==> config.mk <==
export PLATFORM = sky130hd
export DESIGN_NAME = asr_top
export DESIGN_NICKNAME = d
export VERILOG_FILES = /design/src/hdl/asr_pkg.sv /design/src/hdl/asr_baud_gen.sv /design/src/hdl/asr_top.sv
export SDC_FILE = /design/constraint.sdc
export NUM_CORES = 1
export LEC_CHECK = 0
export ABC_AREA = 1
export BUFFER_PORTS_ARGS = -buffer_cell sky130_fd_sc_hd__buf_4
export CORE_MARGIN = 5
export CORE_UTILIZATION = 50
export DETAILED_ROUTE_END_ITERATION = 10
export HOLD_SLACK_MARGIN = 0.15
export PLACE_DENSITY_LB_ADDON = 0.08
export SLEW_MARGIN = 20
export SYNTH_ARGS = -nofsm -noshare
export SYNTH_HDL_FRONTEND = slang
export SYNTH_SLANG_ARGS = --single-unit
==> constraint.sdc <==
create_clock -name clock_i -period 2.2 [get_ports clock_i]
set_input_delay 0.33 -clock clock_i [delete_from_list [all_inputs] [get_ports clock_i]]
set_output_delay 0.33 -clock clock_i [all_outputs]
set_load 0.05 [all_outputs]
==> src/hdl/asr_pkg.sv <==
package asr_pkg;

    // register byte addresses
    localparam int ADDR_W = 8;
    localparam logic [7:0] OFF_TX_CTL = 8'h00;
    localparam logic [7:0] OFF_RX_CTL = 8'h04;
    localparam logic [7:0] OFF_BAUD_CTL = 8'h08;
    localparam logic [7:0] OFF_DIV_LO = 8'h0c;
    localparam logic [7:0] OFF_DIV_HI = 8'h10;
    localparam logic [7:0] OFF_TX_DATA = 8'h14;
    localparam logic [7:0] OFF_RX_DATA = 8'h18;
    localparam logic [7:0] OFF_INT_CTL = 8'h1c;

    // tx_status_control fields
    localparam int TXC_NINE = 6;
    localparam int TXC_EN = 5;
    localparam int TXC_SYNC = 4;
    localparam int TXC_HIGH_SPEED_BAUD_SELECT = 2;
    localparam int TXC_TX_SHIFT_EMPTY = 1;
    localparam int TXC_D9 = 0;

    // rx_status_control fields
    localparam int RXC_SERIAL_PORT_ENABLE = 7;
    localparam int RXC_NINE = 6;
    localparam int RXC_CONTINUOUS_RECEIVE_ENABLE = 4;
    localparam int RXC_ADDRESS_DETECT_ENABLE = 3;
    localparam int RXC_FRAMING_ERROR_FLAG = 2;
    localparam int RXC_OVERRUN_ERROR_FLAG = 1;
    localparam int RXC_D9 = 0;

    // baud_control fields
    localparam int BDC_RXPOL = 5;
    localparam int BDC_TXPOL = 4;
    localparam int BDC_WIDE = 3;

    // interrupt control fields
    localparam int INT_TXIE = 0;
    localparam int INT_RXIE = 1;
    localparam int INT_PEIE = 2;
    localparam int INT_GIE = 3;
    localparam int INT_TXF = 4;
    localparam int INT_RXF = 5;

    // reset values
    localparam logic [7:0] RST_TX_CTL = 8'h00;
    localparam logic [7:0] RST_RX_CTL = 8'h00;
    localparam logic [7:0] RST_BAUD_CTL = 8'h00;
    localparam logic [7:0] RST_DIV = 8'h00;
    localparam logic [3:0] RST_INT_CTL = 4'h0;

    // oversampling
    localparam logic [3:0] OVS_LAST = 4'hf;
    localparam logic [3:0] OVS_SMP_A = 4'h7;
    localparam logic [3:0] OVS_SMP_B = 4'h8;
    localparam logic [3:0] OVS_SMP_C = 4'h9;
    localparam logic [1:0] LEGACY_PRESCALE = 2'h3;

    // axi responses
    localparam logic [1:0] RESP_OKAY = 2'h0;
    localparam logic [1:0] RESP_SLVERR = 2'h2;

    typedef enum logic [3:0]
    {
        RX_IDLE = 4'h1,
        RX_START = 4'h2,
        RX_DATA = 4'h4,
        RX_STOP = 4'h8
    } asr_rx_state_t;

endpackage : asr_pkg

==> src/hdl/asr_baud_gen.sv <==
module asr_baud_gen
    import asr_pkg::*;
(
    // clock and reset
    input wire logic clock_i,
    input wire logic srst_i,
    // control
    input wire logic run_i,
    input wire logic legacy_i,
    input wire logic [15:0] divisor_i,
    // tick
    output logic tick_o
);
    logic [15:0] count_q;
    logic [1:0] pre_q;

    // tick is one cycle wide, period (divisor+1), times four in legacy mode
    always_ff @(posedge clock_i)
    begin
        if (srst_i || !run_i)
        begin
            count_q <= 16'h0000;
            pre_q <= 2'h0;
            tick_o <= 1'b0;
        end
        else if (count_q >= divisor_i)
        begin
            count_q <= 16'h0000;
            if (!legacy_i || pre_q == LEGACY_PRESCALE)
            begin
                pre_q <= 2'h0;
                tick_o <= 1'b1;
            end
            else
            begin
                pre_q <= pre_q + 2'h1;
                tick_o <= 1'b0;
            end
        end
        else
        begin
            count_q <= count_q + 16'h0001;
            tick_o <= 1'b0;
        end
    end
endmodule : asr_baud_gen

==> src/hdl/asr_top.sv <==
// Notes on behaviour
// software sets divisor and speed bits first
// software clears sync and sets port enable
// ninth bit set marks an address character
// tx polarity bit inverts idle and data
// transmit enable sets tx empty flag
// tx flag with all enables raises irq
// software writes ninth bit before data
// tx data write starts a character
// recovery at sixteen ticks per bit
// full character enters fifo, sets flag
// two characters plus third start buffered
// receiver runs with continuous_receive_enable, async, serial_port_enable
// falling edge starts character, start is zero
// half-bit recheck, silent abort if high
// full bit to centres, majority, lsb first
// stop zero sets framing error
// rx data read pops oldest character
// overrun blocks further reception
// rx polarity bit inverts received data
// rx flag set while fifo unread, read-only
// rx flag tracks occupancy, irq needs enables
// frame: start, eight/nine data, stop high
// lsb first, shared format and rate
// tx flag set when enabled and empty
// third char on full fifo sets overrun; one ending in the cycle of an rx data read is dropped, no overrun
// majority of three centre samples
// oversample counter restarts on start edge
module asr_top
    import asr_pkg::*;
(
    // clock and reset
    input wire logic clock_i,
    input wire logic srst_i,
    // axi4-lite write address
    input wire logic [asr_pkg::ADDR_W-1:0] s_axi_awaddr_i,
    input wire logic s_axi_awvalid_i,
    output logic s_axi_awready_o,
    // axi4-lite write data
    input wire logic [31:0] s_axi_wdata_i,
    input wire logic [3:0] s_axi_wstrb_i,
    input wire logic s_axi_wvalid_i,
    output logic s_axi_wready_o,
    // axi4-lite write response
    output logic [1:0] s_axi_bresp_o,
    output logic s_axi_bvalid_o,
    input wire logic s_axi_bready_i,
    // axi4-lite read address
    input wire logic [asr_pkg::ADDR_W-1:0] s_axi_araddr_i,
    input wire logic s_axi_arvalid_i,
    output logic s_axi_arready_o,
    // axi4-lite read data
    output logic [31:0] s_axi_rdata_o,
    output logic [1:0] s_axi_rresp_o,
    output logic s_axi_rvalid_o,
    input wire logic s_axi_rready_i,
    // serial pins
    input wire logic serial_input_pin_i,
    output logic serial_output_pin_o,
    output logic serial_output_oe_n_o,
    // interrupt request
    output logic irq_o
);
    logic [7:0] tx_ctl_q;
    logic [7:0] rx_ctl_q;
    logic [7:0] baud_ctl_q;
    logic [7:0] div_lo_q;
    logic [7:0] div_hi_q;
    logic [3:0] int_ctl_q;
    logic aw_hold_q;
    logic w_hold_q;
    logic [ADDR_W-1:0] awaddr_q;
    logic [7:0] wdata_q;
    logic wstrb_q;
    logic do_write;
    logic rd_take;
    logic [31:0] rd_word;
    logic rd_hit;
    logic serial_port_enable;
    logic rx_on;
    logic tick;
    logic [7:0] tx_hold_q;
    logic tx_hold_d9_q;
    logic tx_full_q;
    logic [10:0] tx_shift_q;
    logic [3:0] tx_bits_q;
    logic [3:0] tx_ovs_q;
    logic tx_busy_q;
    logic tx_flag;
    logic tx_load;
    logic sync1_q;
    logic sync2_q;
    logic line_prev_q;
    logic line;
    asr_rx_state_t rx_state_q;
    logic [3:0] rx_ovs_q;
    logic [3:0] rx_bits_q;
    logic [8:0] rx_shift_q;
    logic smp_a_q;
    logic smp_b_q;
    logic maj;
    logic centre;
    logic [9:0] fifo_q [2];
    logic fifo_wr_q;
    logic fifo_rd_q;
    logic [1:0] fifo_cnt_q;
    logic push;
    logic pop;
    logic [9:0] push_word;
    logic overrun_error_flag_q;
    logic stop_done;
    logic keep_char;

    assign serial_port_enable = rx_ctl_q[RXC_SERIAL_PORT_ENABLE];
    assign rx_on = rx_ctl_q[RXC_CONTINUOUS_RECEIVE_ENABLE] && !tx_ctl_q[TXC_SYNC] && serial_port_enable;

    // axi write: address and data taken in either order
    assign s_axi_awready_o = !aw_hold_q && !s_axi_bvalid_o;
    assign s_axi_wready_o = !w_hold_q && !s_axi_bvalid_o;
    assign do_write = aw_hold_q && w_hold_q && !s_axi_bvalid_o;

    always_ff @(posedge clock_i)
    begin
        if (srst_i)
        begin
            aw_hold_q <= 1'b0;
            w_hold_q <= 1'b0;
            awaddr_q <= '0;
            wdata_q <= 8'h00;
            wstrb_q <= 1'b0;
            s_axi_bvalid_o <= 1'b0;
            s_axi_bresp_o <= RESP_OKAY;
        end
        else
        begin
            if (s_axi_awvalid_i && s_axi_awready_o)
            begin
                aw_hold_q <= 1'b1;
                awaddr_q <= s_axi_awaddr_i;
            end
            if (s_axi_wvalid_i && s_axi_wready_o)
            begin
                w_hold_q <= 1'b1;
                wdata_q <= s_axi_wdata_i[7:0];
                wstrb_q <= s_axi_wstrb_i[0];
            end
            if (do_write)
            begin
                aw_hold_q <= 1'b0;
                w_hold_q <= 1'b0;
                s_axi_bvalid_o <= 1'b1;
                s_axi_bresp_o <= (awaddr_q[1:0] == 2'h0 && awaddr_q <= OFF_INT_CTL) ? RESP_OKAY : RESP_SLVERR;
            end
            else if (s_axi_bready_i)
            begin
                s_axi_bvalid_o <= 1'b0;
            end
        end
    end

    function automatic logic wr_hit(input logic [ADDR_W-1:0] a, input logic [7:0] off);
        wr_hit = (a == off);
    endfunction : wr_hit

    // control registers; status bits are not writable
    always_ff @(posedge clock_i)
    begin
        if (srst_i)
        begin
            tx_ctl_q <= RST_TX_CTL;
            rx_ctl_q <= RST_RX_CTL;
            baud_ctl_q <= RST_BAUD_CTL;
            div_lo_q <= RST_DIV;
            div_hi_q <= RST_DIV;
            int_ctl_q <= RST_INT_CTL;
        end
        else if (do_write && wstrb_q)
        begin
            if (wr_hit(awaddr_q, OFF_TX_CTL))
                tx_ctl_q <= wdata_q & 8'h75;
            else if (wr_hit(awaddr_q, OFF_RX_CTL))
                rx_ctl_q <= wdata_q & 8'hd8;
            else if (wr_hit(awaddr_q, OFF_BAUD_CTL))
                baud_ctl_q <= wdata_q & 8'h38;
            else if (wr_hit(awaddr_q, OFF_DIV_LO))
                div_lo_q <= wdata_q;
            else if (wr_hit(awaddr_q, OFF_DIV_HI))
                div_hi_q <= wdata_q;
            else if (wr_hit(awaddr_q, OFF_INT_CTL))
                int_ctl_q <= wdata_q[3:0];
        end
    end

    // axi read: one cycle to rvalid, rx data read pops
    assign s_axi_arready_o = !s_axi_rvalid_o;
    assign rd_take = s_axi_arvalid_i && s_axi_arready_o;

    always_comb
    begin
        rd_word = 32'h0000_0000;
        rd_hit = 1'b1;
        if (s_axi_araddr_i == OFF_TX_CTL)
        begin
            rd_word[7:0] = tx_ctl_q;
            rd_word[TXC_TX_SHIFT_EMPTY] = !tx_busy_q;
        end
        else if (s_axi_araddr_i == OFF_RX_CTL)
        begin
            rd_word[7:0] = rx_ctl_q;
            rd_word[RXC_FRAMING_ERROR_FLAG] = (fifo_cnt_q != 2'h0) && fifo_q[fifo_rd_q][9];
            rd_word[RXC_OVERRUN_ERROR_FLAG] = overrun_error_flag_q;
            rd_word[RXC_D9] = (fifo_cnt_q != 2'h0) && fifo_q[fifo_rd_q][8];
        end
        else if (s_axi_araddr_i == OFF_BAUD_CTL)
            rd_word[7:0] = baud_ctl_q;
        else if (s_axi_araddr_i == OFF_DIV_LO)
            rd_word[7:0] = div_lo_q;
        else if (s_axi_araddr_i == OFF_DIV_HI)
            rd_word[7:0] = div_hi_q;
        else if (s_axi_araddr_i == OFF_TX_DATA)
            rd_word = 32'h0000_0000;
        else if (s_axi_araddr_i == OFF_RX_DATA)
            rd_word[7:0] = (fifo_cnt_q != 2'h0) ? fifo_q[fifo_rd_q][7:0] : 8'h00;
        else if (s_axi_araddr_i == OFF_INT_CTL)
        begin
            rd_word[3:0] = int_ctl_q;
            rd_word[INT_TXF] = tx_flag;
            rd_word[INT_RXF] = fifo_cnt_q != 2'h0;
        end
        else
            rd_hit = 1'b0;
    end

    always_ff @(posedge clock_i)
    begin
        if (srst_i)
        begin
            s_axi_rvalid_o <= 1'b0;
            s_axi_rdata_o <= 32'h0000_0000;
            s_axi_rresp_o <= RESP_OKAY;
        end
        else if (rd_take)
        begin
            s_axi_rvalid_o <= 1'b1;
            s_axi_rdata_o <= rd_word;
            s_axi_rresp_o <= rd_hit ? RESP_OKAY : RESP_SLVERR;
        end
        else if (s_axi_rready_i)
        begin
            s_axi_rvalid_o <= 1'b0;
        end
    end

    // one 16x tick serves both directions
    asr_baud_gen u_baud (
        .clock_i(clock_i),
        .srst_i(srst_i),
        .run_i(serial_port_enable),
        .legacy_i(!tx_ctl_q[TXC_HIGH_SPEED_BAUD_SELECT] && !baud_ctl_q[BDC_WIDE]),
        .divisor_i(baud_ctl_q[BDC_WIDE] ? {div_hi_q, div_lo_q} : {8'h00, div_lo_q}),
        .tick_o(tick)
    );

    // transmitter
    assign tx_flag = tx_ctl_q[TXC_EN] && !tx_full_q;
    assign tx_load = tx_full_q && !tx_busy_q && tx_ctl_q[TXC_EN] && serial_port_enable;
    assign irq_o = int_ctl_q[INT_GIE] && int_ctl_q[INT_PEIE]
        && ((int_ctl_q[INT_TXIE] && tx_flag) || (int_ctl_q[INT_RXIE] && fifo_cnt_q != 2'h0));

    always_ff @(posedge clock_i)
    begin
        if (srst_i)
        begin
            tx_full_q <= 1'b0;
            tx_hold_q <= 8'h00;
            tx_hold_d9_q <= 1'b0;
        end
        else if (do_write && wstrb_q && wr_hit(awaddr_q, OFF_TX_DATA))
        begin
            // ninth bit sampled at the data write, so it must be set beforehand
            tx_full_q <= 1'b1;
            tx_hold_q <= wdata_q;
            tx_hold_d9_q <= tx_ctl_q[TXC_D9];
        end
        else if (tx_load)
        begin
            tx_full_q <= 1'b0;
        end
    end

    always_ff @(posedge clock_i)
    begin
        if (srst_i || !serial_port_enable)
        begin
            tx_busy_q <= 1'b0;
            tx_shift_q <= 11'h7ff;
            tx_bits_q <= 4'h0;
            tx_ovs_q <= 4'h0;
        end
        else if (tx_load)
        begin
            tx_busy_q <= 1'b1;
            tx_ovs_q <= 4'h0;
            if (tx_ctl_q[TXC_NINE])
            begin
                tx_shift_q <= {1'b1, tx_hold_d9_q, tx_hold_q, 1'b0};
                tx_bits_q <= 4'hb;
            end
            else
            begin
                tx_shift_q <= {2'b11, tx_hold_q, 1'b0};
                tx_bits_q <= 4'ha;
            end
        end
        else if (tx_busy_q && tick)
        begin
            tx_ovs_q <= tx_ovs_q + 4'h1;
            if (tx_ovs_q == OVS_LAST)
            begin
                tx_shift_q <= {1'b1, tx_shift_q[10:1]};
                tx_bits_q <= tx_bits_q - 4'h1;
                if (tx_bits_q == 4'h1)
                    tx_busy_q <= 1'b0;
            end
        end
    end

    // pin idles at mark while the port is off
    assign serial_output_pin_o = serial_port_enable ? (tx_shift_q[0] ^ baud_ctl_q[BDC_TXPOL]) : 1'b1;
    assign serial_output_oe_n_o = !serial_port_enable;

    // receiver input synchroniser
    always_ff @(posedge clock_i)
    begin
        if (srst_i)
        begin
            sync1_q <= 1'b1;
            sync2_q <= 1'b1;
            line_prev_q <= 1'b1;
        end
        else
        begin
            sync1_q <= serial_input_pin_i;
            sync2_q <= sync1_q;
            line_prev_q <= line;
        end
    end

    assign line = sync2_q ^ baud_ctl_q[BDC_RXPOL];
    assign maj = (smp_a_q & smp_b_q) | (smp_a_q & line) | (smp_b_q & line);
    assign centre = tick && rx_ovs_q == OVS_SMP_C;
    assign stop_done = rx_state_q == RX_STOP && centre;
    // address detect only filters in nine-bit mode
    assign keep_char = !(rx_ctl_q[RXC_ADDRESS_DETECT_ENABLE] && rx_ctl_q[RXC_NINE] && !rx_shift_q[8]);
    assign push = stop_done && keep_char && fifo_cnt_q != 2'h2 && !overrun_error_flag_q;
    assign pop = rd_take && s_axi_araddr_i == OFF_RX_DATA && fifo_cnt_q != 2'h0;
    assign push_word = {!maj, rx_ctl_q[RXC_NINE] ? rx_shift_q[8] : 1'b0,
        rx_ctl_q[RXC_NINE] ? rx_shift_q[7:0] : rx_shift_q[8:1]};

    always_ff @(posedge clock_i)
    begin
        if (srst_i || !rx_on)
        begin
            rx_state_q <= RX_IDLE;
            rx_ovs_q <= 4'h0;
            rx_bits_q <= 4'h0;
            rx_shift_q <= 9'h000;
            smp_a_q <= 1'b1;
            smp_b_q <= 1'b1;
        end
        else
        begin
            if (tick && rx_ovs_q == OVS_SMP_A)
                smp_a_q <= line;
            if (tick && rx_ovs_q == OVS_SMP_B)
                smp_b_q <= line;
            if (tick && rx_state_q != RX_IDLE)
                rx_ovs_q <= rx_ovs_q + 4'h1;
            case (rx_state_q)
                RX_IDLE:
                begin
                    // overrun holds the receiver off
                    if (line_prev_q && !line && !overrun_error_flag_q)
                    begin
                        rx_state_q <= RX_START;
                        rx_ovs_q <= 4'h0;
                    end
                end
                RX_START:
                begin
                    if (centre)
                    begin
                        if (maj)
                            rx_state_q <= RX_IDLE;
                        else
                        begin
                            rx_state_q <= RX_DATA;
                            rx_bits_q <= 4'h0;
                        end
                    end
                end
                RX_DATA:
                begin
                    if (centre)
                    begin
                        rx_shift_q <= {maj, rx_shift_q[8:1]};
                        rx_bits_q <= rx_bits_q + 4'h1;
                        if (rx_bits_q == (rx_ctl_q[RXC_NINE] ? 4'h8 : 4'h7))
                            rx_state_q <= RX_STOP;
                    end
                end
                RX_STOP:
                begin
                    if (centre)
                        rx_state_q <= RX_IDLE;
                end
                default:
                    rx_state_q <= RX_IDLE;
            endcase
        end
    end

    // two-entry fifo, kept across continuous_receive_enable clear, flushed by port disable
    always_ff @(posedge clock_i)
    begin
        if (srst_i || !serial_port_enable)
        begin
            fifo_q[0] <= 10'h000;
            fifo_q[1] <= 10'h000;
            fifo_wr_q <= 1'b0;
            fifo_rd_q <= 1'b0;
            fifo_cnt_q <= 2'h0;
        end
        else
        begin
            if (push)
            begin
                fifo_q[fifo_wr_q] <= push_word;
                fifo_wr_q <= !fifo_wr_q;
            end
            if (pop)
                fifo_rd_q <= !fifo_rd_q;
            if (push && !pop)
                fifo_cnt_q <= fifo_cnt_q + 2'h1;
            else if (pop && !push)
                fifo_cnt_q <= fifo_cnt_q - 2'h1;
        end
    end

    always_ff @(posedge clock_i)
    begin
        if (srst_i || !rx_on)
            overrun_error_flag_q <= 1'b0;
        else if (stop_done && keep_char && fifo_cnt_q == 2'h2 && !pop)
            overrun_error_flag_q <= 1'b1;
    end
endmodule : asr_top

---- After elaboration in Yosys (flattened, before gate mapping) ----
Memories as Yosys holds them, arrays and structs flattened. A register that Yosys moved wholly into a read port is not among the register bits.
Index checks and enable logic that the tools add are counted.
storage, ports and cells
  word-level logic and storage cells ...... 262
  input port bits ......................... 60
  memories kept ........................... 1
  RAM bits ................................ 20
  output and inout bits ................... 44
  bits in registers ....................... 145
cells by class
  equal/unequal tests ..................... 33
  bitwise operators ....................... 13
  multiplexer cells ....................... 71
  reductions and logical operators ........ 95
  add/subtract/negate cells ............... 8
  order comparisons ....................... 2
memories
  memory  words  width  read ports  clocked after Yosys merged registers in  write ports  line            RTL
  fifo_q  2      10     1           1                                        2            asr_top.sv:103  logic [9:0] fifo_q [2];
operators by type and width
  cell                   count
  $mux 8                 8
  $mux 4                 15
  $eq 8x5->1 const B     7
  $logic_and 1x1->1      42
  $mux 11                3
  $eq 8x4->1 const B     4
  $mux 1                 31
  $logic_not 1->1        21
  $mux 10                2
  $reduce_bool 2->1      9
  $add 16x1->16 const B  1
  $eq 4x4->1 const B     4
  $eq 8x3->1 const B     2
  $ge 16x16->1           1
  $logic_not 8->1        2
  $mux 16                1
  $pmux 4 s4             1
  $ne 2x2->1 const B     7
  $add 4x1->4 const B    3
  $mux 2                 6
  $mux 6                 2
  $reduce_and 5->1       2
  $reduce_or 10->1       1
  $eq 4x1->1 const B     2
  23 further kinds       45

---- Depth between registers and ports, before layout ----
  word-level depth ........................ 11
  mapped depth ............................ 13
  mapped depth without buffers ............ 13

---- Modules after synthesis ----
From an unflattened synthesis, not the netlist that was laid out.
unflattened totals
  cell total of the unflattened synthesis .. 1035
  area total of the unflattened synthesis .. 7952.6 um2
by module, submodules not included
  module        times used  area each (um2)  sequential area each (um2)  cells each
  asr_top       1           6625.1           3083.0                      853
  asr_baud_gen  1           1327.5           380.4                       182

---- Worst setup path before layout ----
Ideal clock, no wire load.
  kind .................................... reg2reg
  from .................................... register s_axi_rvalid_o
  to ...................................... register fifo_cnt_q[1]
  arrival time ............................ 2.024 ns
  period minus slack after synthesis ...... 2.146 ns
  path buffers ............................ 0
  cell stages (with the launch flop) ...... 10
  slack ................................... 0.054 ns
  required time ........................... 2.078 ns
  setup time .............................. 0.122 ns
  cells stage by stage .................... dfxtp_1 inv_1 nand2_1 inv_1 nand3_1 ha_1 a21oi_1 o21ai_0 o21ai_0 a21oi_1
on the way
  longest elaborated chain between the ends .. 7
  elaborated cells on any way between the ends .. 9
  those cells by class .................... mux: 1; reduce/logical: 8
RTL lines
  element                                             line            RTL
  from (decl)                                         asr_top.sv:55   output logic s_axi_rvalid_o,
  from (signal assigned)                              asr_top.sv:238  s_axi_rvalid_o <= 1'b0;
  from (signal assigned)                              asr_top.sv:244  s_axi_rvalid_o <= 1'b1;
  from (signal assigned)                              asr_top.sv:250  s_axi_rvalid_o <= 1'b0;
  $logic_not 1->1 *                                   asr_top.sv:195  assign s_axi_arready_o = !s_axi_rvalid_o;
  net s_axi_arready_o                                 asr_top.sv:51   output logic s_axi_arready_o,
  $logic_and 1x1->1 *                                 asr_top.sv:196  assign rd_take = s_axi_arvalid_i && s_axi_arready_o;
  $logic_and 1x1->1 * (2 in a row)                    asr_top.sv:356  assign pop = rd_take && s_axi_araddr_i == OFF_RX_DATA && fifo_cnt_q != 2'h0;
  $logic_not 1->1                                     asr_top.sv:443  if (push && !pop)
  $logic_and 1x1->1                                   asr_top.sv:443
  $mux 2 / $reduce_bool 2->1 (equally long branches)  -
  to (signal assigned)                                asr_top.sv:444  fifo_cnt_q <= fifo_cnt_q + 2'h1;
  to (signal assigned)                                asr_top.sv:446  fifo_cnt_q <= fifo_cnt_q - 2'h1;
  to (decl)                                           asr_top.sv:106  logic [1:0] fifo_cnt_q;
Mark *: on every way through the listed nets, which the timed path passes. The rest lies on a longest branch.
A chain may end at the register's enable or synchronous reset.

---- Worst setup path in the final report ----
  from .................................... register rx_ovs_q[0]
  to ...................................... register fifo_cnt_q[1]
on the way
  longest elaborated chain between the ends .. 9
  elaborated cells on any way between the ends .. 11
  those cells by class .................... eq/ne: 1; mux: 1; reduce/logical: 9
RTL lines
  element                             line            RTL
  from (decl)                         asr_top.sv:96   logic [3:0] rx_ovs_q;
  from (signal assigned)              asr_top.sv:378  rx_ovs_q <= rx_ovs_q + 4'h1;
  $eq 4x4->1 *                        asr_top.sv:351  assign centre = tick && rx_ovs_q == OVS_SMP_C;
  $logic_and 1x1->1 *                 asr_top.sv:351
  $logic_and 1x1->1 *                 asr_top.sv:352  assign stop_done = rx_state_q == RX_STOP && centre;
  $logic_and 1x1->1 * (3 in a row)    asr_top.sv:355  assign push = stop_done && keep_char && fifo_cnt_q != 2'h2 && !overrun_error_flag_q;
  net push                            asr_top.sv:107  logic push;
  $logic_not 1->1                     asr_top.sv:445  else if (pop && !push)
  $logic_and 1x1->1                   asr_top.sv:445
  $reduce_bool 2->1 (no source line)  -
Marked as above.

==> parameters.txt <==
Parameter                              Value

Critical path
  Highest-delay cell along the critical path ... sky130_fd_sc_hd__dfxtp_1
  Slowest Stage Delay on Critical Path ... 0.41 ns
  Cell class contributing the biggest share of worst-path delay ... adder cells
  Arrival time at the worst endpoint ... 2.26 ns
  Kind of end point of the critical path ... flop
  Type of origin of the critical path ... flop
  Worst setup path class ... flop to flop
  Max FO, Critical Path ... 5
  WP buf/inv ... 1
  Worst path required time ... 2.51 ns
  Worst reg2reg path startpoint ... rx_ovs_q[0]$_SDFF_PP0_
  Critical Path Source ... rx_ovs_q[0]$_SDFF_PP0_
  Series of cell instances along the critical path ... ha_1, nand4_4, inv_2, nand3_1, nor3_2, ha_1, a21oi_1, o21ai_0, o21ai_0, a21oi_1

Run status
  Result of the run ... finished, final reports clean

Yosys
  Main synth FF type ... sky130_fd_sc_hd__dfxtp_1
  Synth top area share ... 0.3628
  Number of standard cells after synthesis ... 1028
  Post-synthesis cell type with the largest combined area ... sky130_fd_sc_hd__dfxtp_1
  Largest cells by area after synthesis ... sky130_fd_sc_hd__dfxtp_1 36%, sky130_fd_sc_hd__nand2_1 8.5%, sky130_fd_sc_hd__edfxtp_1 7.6%
  Number of distinct library cell variants in the gate-level netlist after synthesis ... 46
  #FFs+latches synth ... between 150 and 200
  Number of warning messages in the yosys log ... 0
  Area of the mapped netlist ... 7890 µm²
  Number of synthesized flops with an enable pin ... 20
  Sequential element share of the synthesized area ... 0.4389
  Share of flip-flops with an asynchronous set or reset after synthesis ... 0
  Avg Cell Area, Syn ... around 7.7 µm²

Global routing
  Vias in the first global route ... between 6000 and 7000
  Maximum number of pins on one net before global-route repair ... 50
  Antenna violations before repair ... 0
  Total routing resource utilization after global routing ... 0.2072
  First-pass GRT wire length ... between 30 and 40 mm
  Sum of overflow across all layers after global routing ... 0

CTS
  Number of buffers created by CTS ... 17
  Max clock buf depth ... 2
  Post-CTS Setup Repair Bufs ... 0
  Number of sinks handled by clock tree synthesis ... ~160
  Hold bufs inserted after CTS ... 7
  Post-CTS sizing ... 0
  TritonCTS clock tree ... done
  Post-CTS clock slew at the launch and capture registers of the worst setup and hold paths ... 0.06 ns
  Root buf cell ... sky130_fd_sc_hd__clkbuf_16
  Worst-skew pair later-pin latency ... ~0.43 ns
  Depth of the CTS H-tree ... 4

Power and ir drop
  Largest voltage drop on the vdd net ... roughly 0.00056 V
  Power Density ... between 700 and 800 nW/µm²
  Standby leakage power ... between 0.003 and 0.004 µW

Timing
  Final worst path period need ... a little under 2 ns
  Final count of pins violating max slew ... 0
  Aggregate negative setup slack ... 0 ns
  FMAX ... slightly above 500 MHz
  Number of endpoints with negative hold slack in the final report ... 0
  Actual slew at the worst max-slew pin ... 0.5269 ns
  Endpoints failing setup ... 0
  Relative slew slack ... 0.6479
  Fraction of the cycle the final worst path needs ... 0.8878
  Setup repair after global routing missed its margin ... no
  Worst Clk Skew ... slightly above 0.01 ns
  Setup WS post-layout ... between 0.2 and 0.25 ns

Placed design
  Detailed-placement wirelength estimate ... 13.59 mm
  Instance count after placement with tap cells included ... 1288
  Placement-stage worst setup slack ... between 0.2 and 0.3 ns
  IO Port Bufs ... 50
  Routability Congestion ... ~0.84

Detailed routing
  DRC violations left ... 0
  WL/cell ... roughly 14 µm
  Via total after detailed routing ... around 6600
  First-pass DRT Iterations ... 5
  Count of nets left with antenna violations after detail routing ... 0
  Per-cell via count in the routed design ... ~4.9
  Drt initial violations ... 401
  Drt total wl ... around 18 mm

Die
  Floorplan Core Area ... 15660 µm²
  Number of placement rows ... 46
  # IOs ... about 100
  Floorplan die area ... roughly 18000 µm²
  Die outline width ... 135.6 µm
  Initial standard-cell utilization of the core ... 0.5040
  Die Span Y ... ~140 µm

Cells and area
  Number of filler cells placed in the layout ... 1482
  Count of antenna diodes in the layout ... 0
  Share of post-route cells with drive strength above 1 ... 0.1441
  Area overhead of the layout relative to synthesis ... 16.08%
  Post-layout net count ... between 1000 and 1500
  Cell Count, Final, Fillers Out ... around 1300

Run
  Max-cap check violation count ... 0

Hold path
  Worst Hold Launch ... s_axi_wdata_i[2]
  Type of the most critical hold path ... input pin to flop
per-layer routing:
metal | GRT usage | vias to the layer above | wire length (µm)
li1 | - | 3485 | -
met1 | 0.2820 | 2911 | 8817
met2 | 0.3291 | 125 | 8323
met3 | 0.03380 | 35 | 742
met4 | 0.08455 | 0 | 431
met5 | 0 | - | 0
report_power, final:
group          total [µW]  internal (µW)  switching (µW)
Clock                3050           1860            1190
Sequential           3070           3050            26.3
Combinational         446            119             327
kinds of logic after synthesis:
logic type / Yosys count / share of synthesized area
xor+xnor: 17 / 0.01887
compound gates: 240 / 0.1614
flops: 163 / 0.4389
other cells: 1 / 0.0004753
fa+ha+maj: 26 / 0.04123
simple gates: 410 / 0.2393
buf+inv: 171 / 0.09974
flip-flops by register name, indices dropped and copies added (netlist names), 2 cells and up, named ones only:
name            count
tx_bits_q           4
div_hi_q            8
fifo_q             20
div_lo_q            8
u_baud.pre_q        2
rx_ovs_q            4
baud_ctl_q          3
awaddr_q            8
rx_bits_q           4
wdata_q             8
fifo_cnt_q          2
rx_state_q          4
rx_ctl_q            4
rx_shift_q          9
u_baud.count_q     16
tx_ctl_q            5
int_ctl_q           4
s_axi_rdata_o       8
tx_shift_q         10
tx_ovs_q            4
tx_hold_q           8
cell usage after synthesis, types with 2 or more instances:
library cell and n:
sky130_fd_sc_hd__nor2_2 21, sky130_fd_sc_hd__nor3_1 9, sky130_fd_sc_hd__nand2_1 179, sky130_fd_sc_hd__o22ai_1 2, sky130_fd_sc_hd__inv_2 4, sky130_fd_sc_hd__o21a_1 2, sky130_fd_sc_hd__nand3b_1 3, sky130_fd_sc_hd__buf_4 27
sky130_fd_sc_hd__nor2_1 99, sky130_fd_sc_hd__edfxtp_1 20, sky130_fd_sc_hd__a21oi_1 117, sky130_fd_sc_hd__ha_1 26, sky130_fd_sc_hd__buf_6 5, sky130_fd_sc_hd__nor3_2 3, sky130_fd_sc_hd__clkbuf_1 18, sky130_fd_sc_hd__nor4_1 5
sky130_fd_sc_hd__nand3_1 46, sky130_fd_sc_hd__o21ai_0 93, sky130_fd_sc_hd__or2_2 14, sky130_fd_sc_hd__nor2_4 6, sky130_fd_sc_hd__nand2_2 3, sky130_fd_sc_hd__inv_1 111, sky130_fd_sc_hd__buf_2 4, sky130_fd_sc_hd__o31ai_1 4
sky130_fd_sc_hd__xnor2_1 7, sky130_fd_sc_hd__o211ai_1 13, sky130_fd_sc_hd__dfxtp_1 143, sky130_fd_sc_hd__xor2_1 10, sky130_fd_sc_hd__nand3_2 3, sky130_fd_sc_hd__nand4_1 15
path summary, 6_finish.rpt:
path / to / slack, ns / depth (start not counted)
hold / removal: wdata_q[2]$_SDFFE_PP0P_ / 0.17 / 3
hold reg to reg: rx_shift_q[0]$_SDFFE_PP0P_ / 0.45 / 2
setup reg to reg: fifo_cnt_q[1]$_SDFFE_PP0P_ / 0.25 / 10
setup / recovery: fifo_cnt_q[1]$_SDFFE_PP0P_ / 0.25 / 10
tightest hold or removal path, stage by stage:
cell and delay, ns:
sky130_fd_sc_hd__buf_4 0.07, sky130_fd_sc_hd__o21ai_0 0.07, sky130_fd_sc_hd__a21oi_1 0.10
placed cells by master (no fill, tap or decap), types with 2 or more instances in the layout:
cell,count
sky130_fd_sc_hd__conb_1,26
sky130_fd_sc_hd__nand3_2,3
sky130_fd_sc_hd__nor4_1,5
sky130_fd_sc_hd__o211ai_1,13
sky130_fd_sc_hd__nor2_2,21
sky130_fd_sc_hd__clkinv_2,3
sky130_fd_sc_hd__clkbuf_8,2
sky130_fd_sc_hd__nor2_4,6
sky130_fd_sc_hd__xor2_1,10
sky130_fd_sc_hd__nand3b_1,3
sky130_fd_sc_hd__nand4_1,15
sky130_fd_sc_hd__bufinv_16,2
sky130_fd_sc_hd__ha_1,26
sky130_fd_sc_hd__nand3_1,46
sky130_fd_sc_hd__clkinvlp_4,2
sky130_fd_sc_hd__nor3_1,9
sky130_fd_sc_hd__o22ai_1,2
sky130_fd_sc_hd__o21a_1,2
sky130_fd_sc_hd__xnor2_1,7
sky130_fd_sc_hd__dlygate4sd3_1,7
sky130_fd_sc_hd__edfxtp_1,20
sky130_fd_sc_hd__buf_12,2
sky130_fd_sc_hd__nor2_1,99
sky130_fd_sc_hd__dfxtp_1,143
sky130_fd_sc_hd__o31ai_1,4
sky130_fd_sc_hd__inv_2,4
sky130_fd_sc_hd__inv_1,111
sky130_fd_sc_hd__clkbuf_16,19
sky130_fd_sc_hd__a21oi_1,117
sky130_fd_sc_hd__nand2_2,3
sky130_fd_sc_hd__clkbuf_1,3
sky130_fd_sc_hd__or2_2,14
sky130_fd_sc_hd__nor3_2,3
sky130_fd_sc_hd__buf_4,71
sky130_fd_sc_hd__nand2_1,179
sky130_fd_sc_hd__o21ai_0,93
layout make-up:
type,instances,area (µm²),share of cell area
Clock buffer,24,514.2,0.05615
Timing Repair Buffer,80,643.1,0.07022
Clock inverter,7,93.84,0.01025
Multi-Input combinational cell,719,3734,0.4077
Inverter,117,440.4,0.04809
Tap cell,216,270.3,0.02951
Sequential cell,163,3463,0.3781
metrics by stage:
stage          cell area, µm²    util  total power (µW)  hold WS, ns
2_1_floorplan            7984       -              3472       0.3895
3_3_place_gp             8481  0.5417              3571       0.4299
3_5_place_dp             8481  0.5417              3574       0.4283
4_1_cts                  9159  0.5850              6614       0.1661
5_1_grt                  9159  0.5850              6771       0.1833
6_report                 9159  0.5850              6570       0.1729
Power figures use the tool's default switching activity.
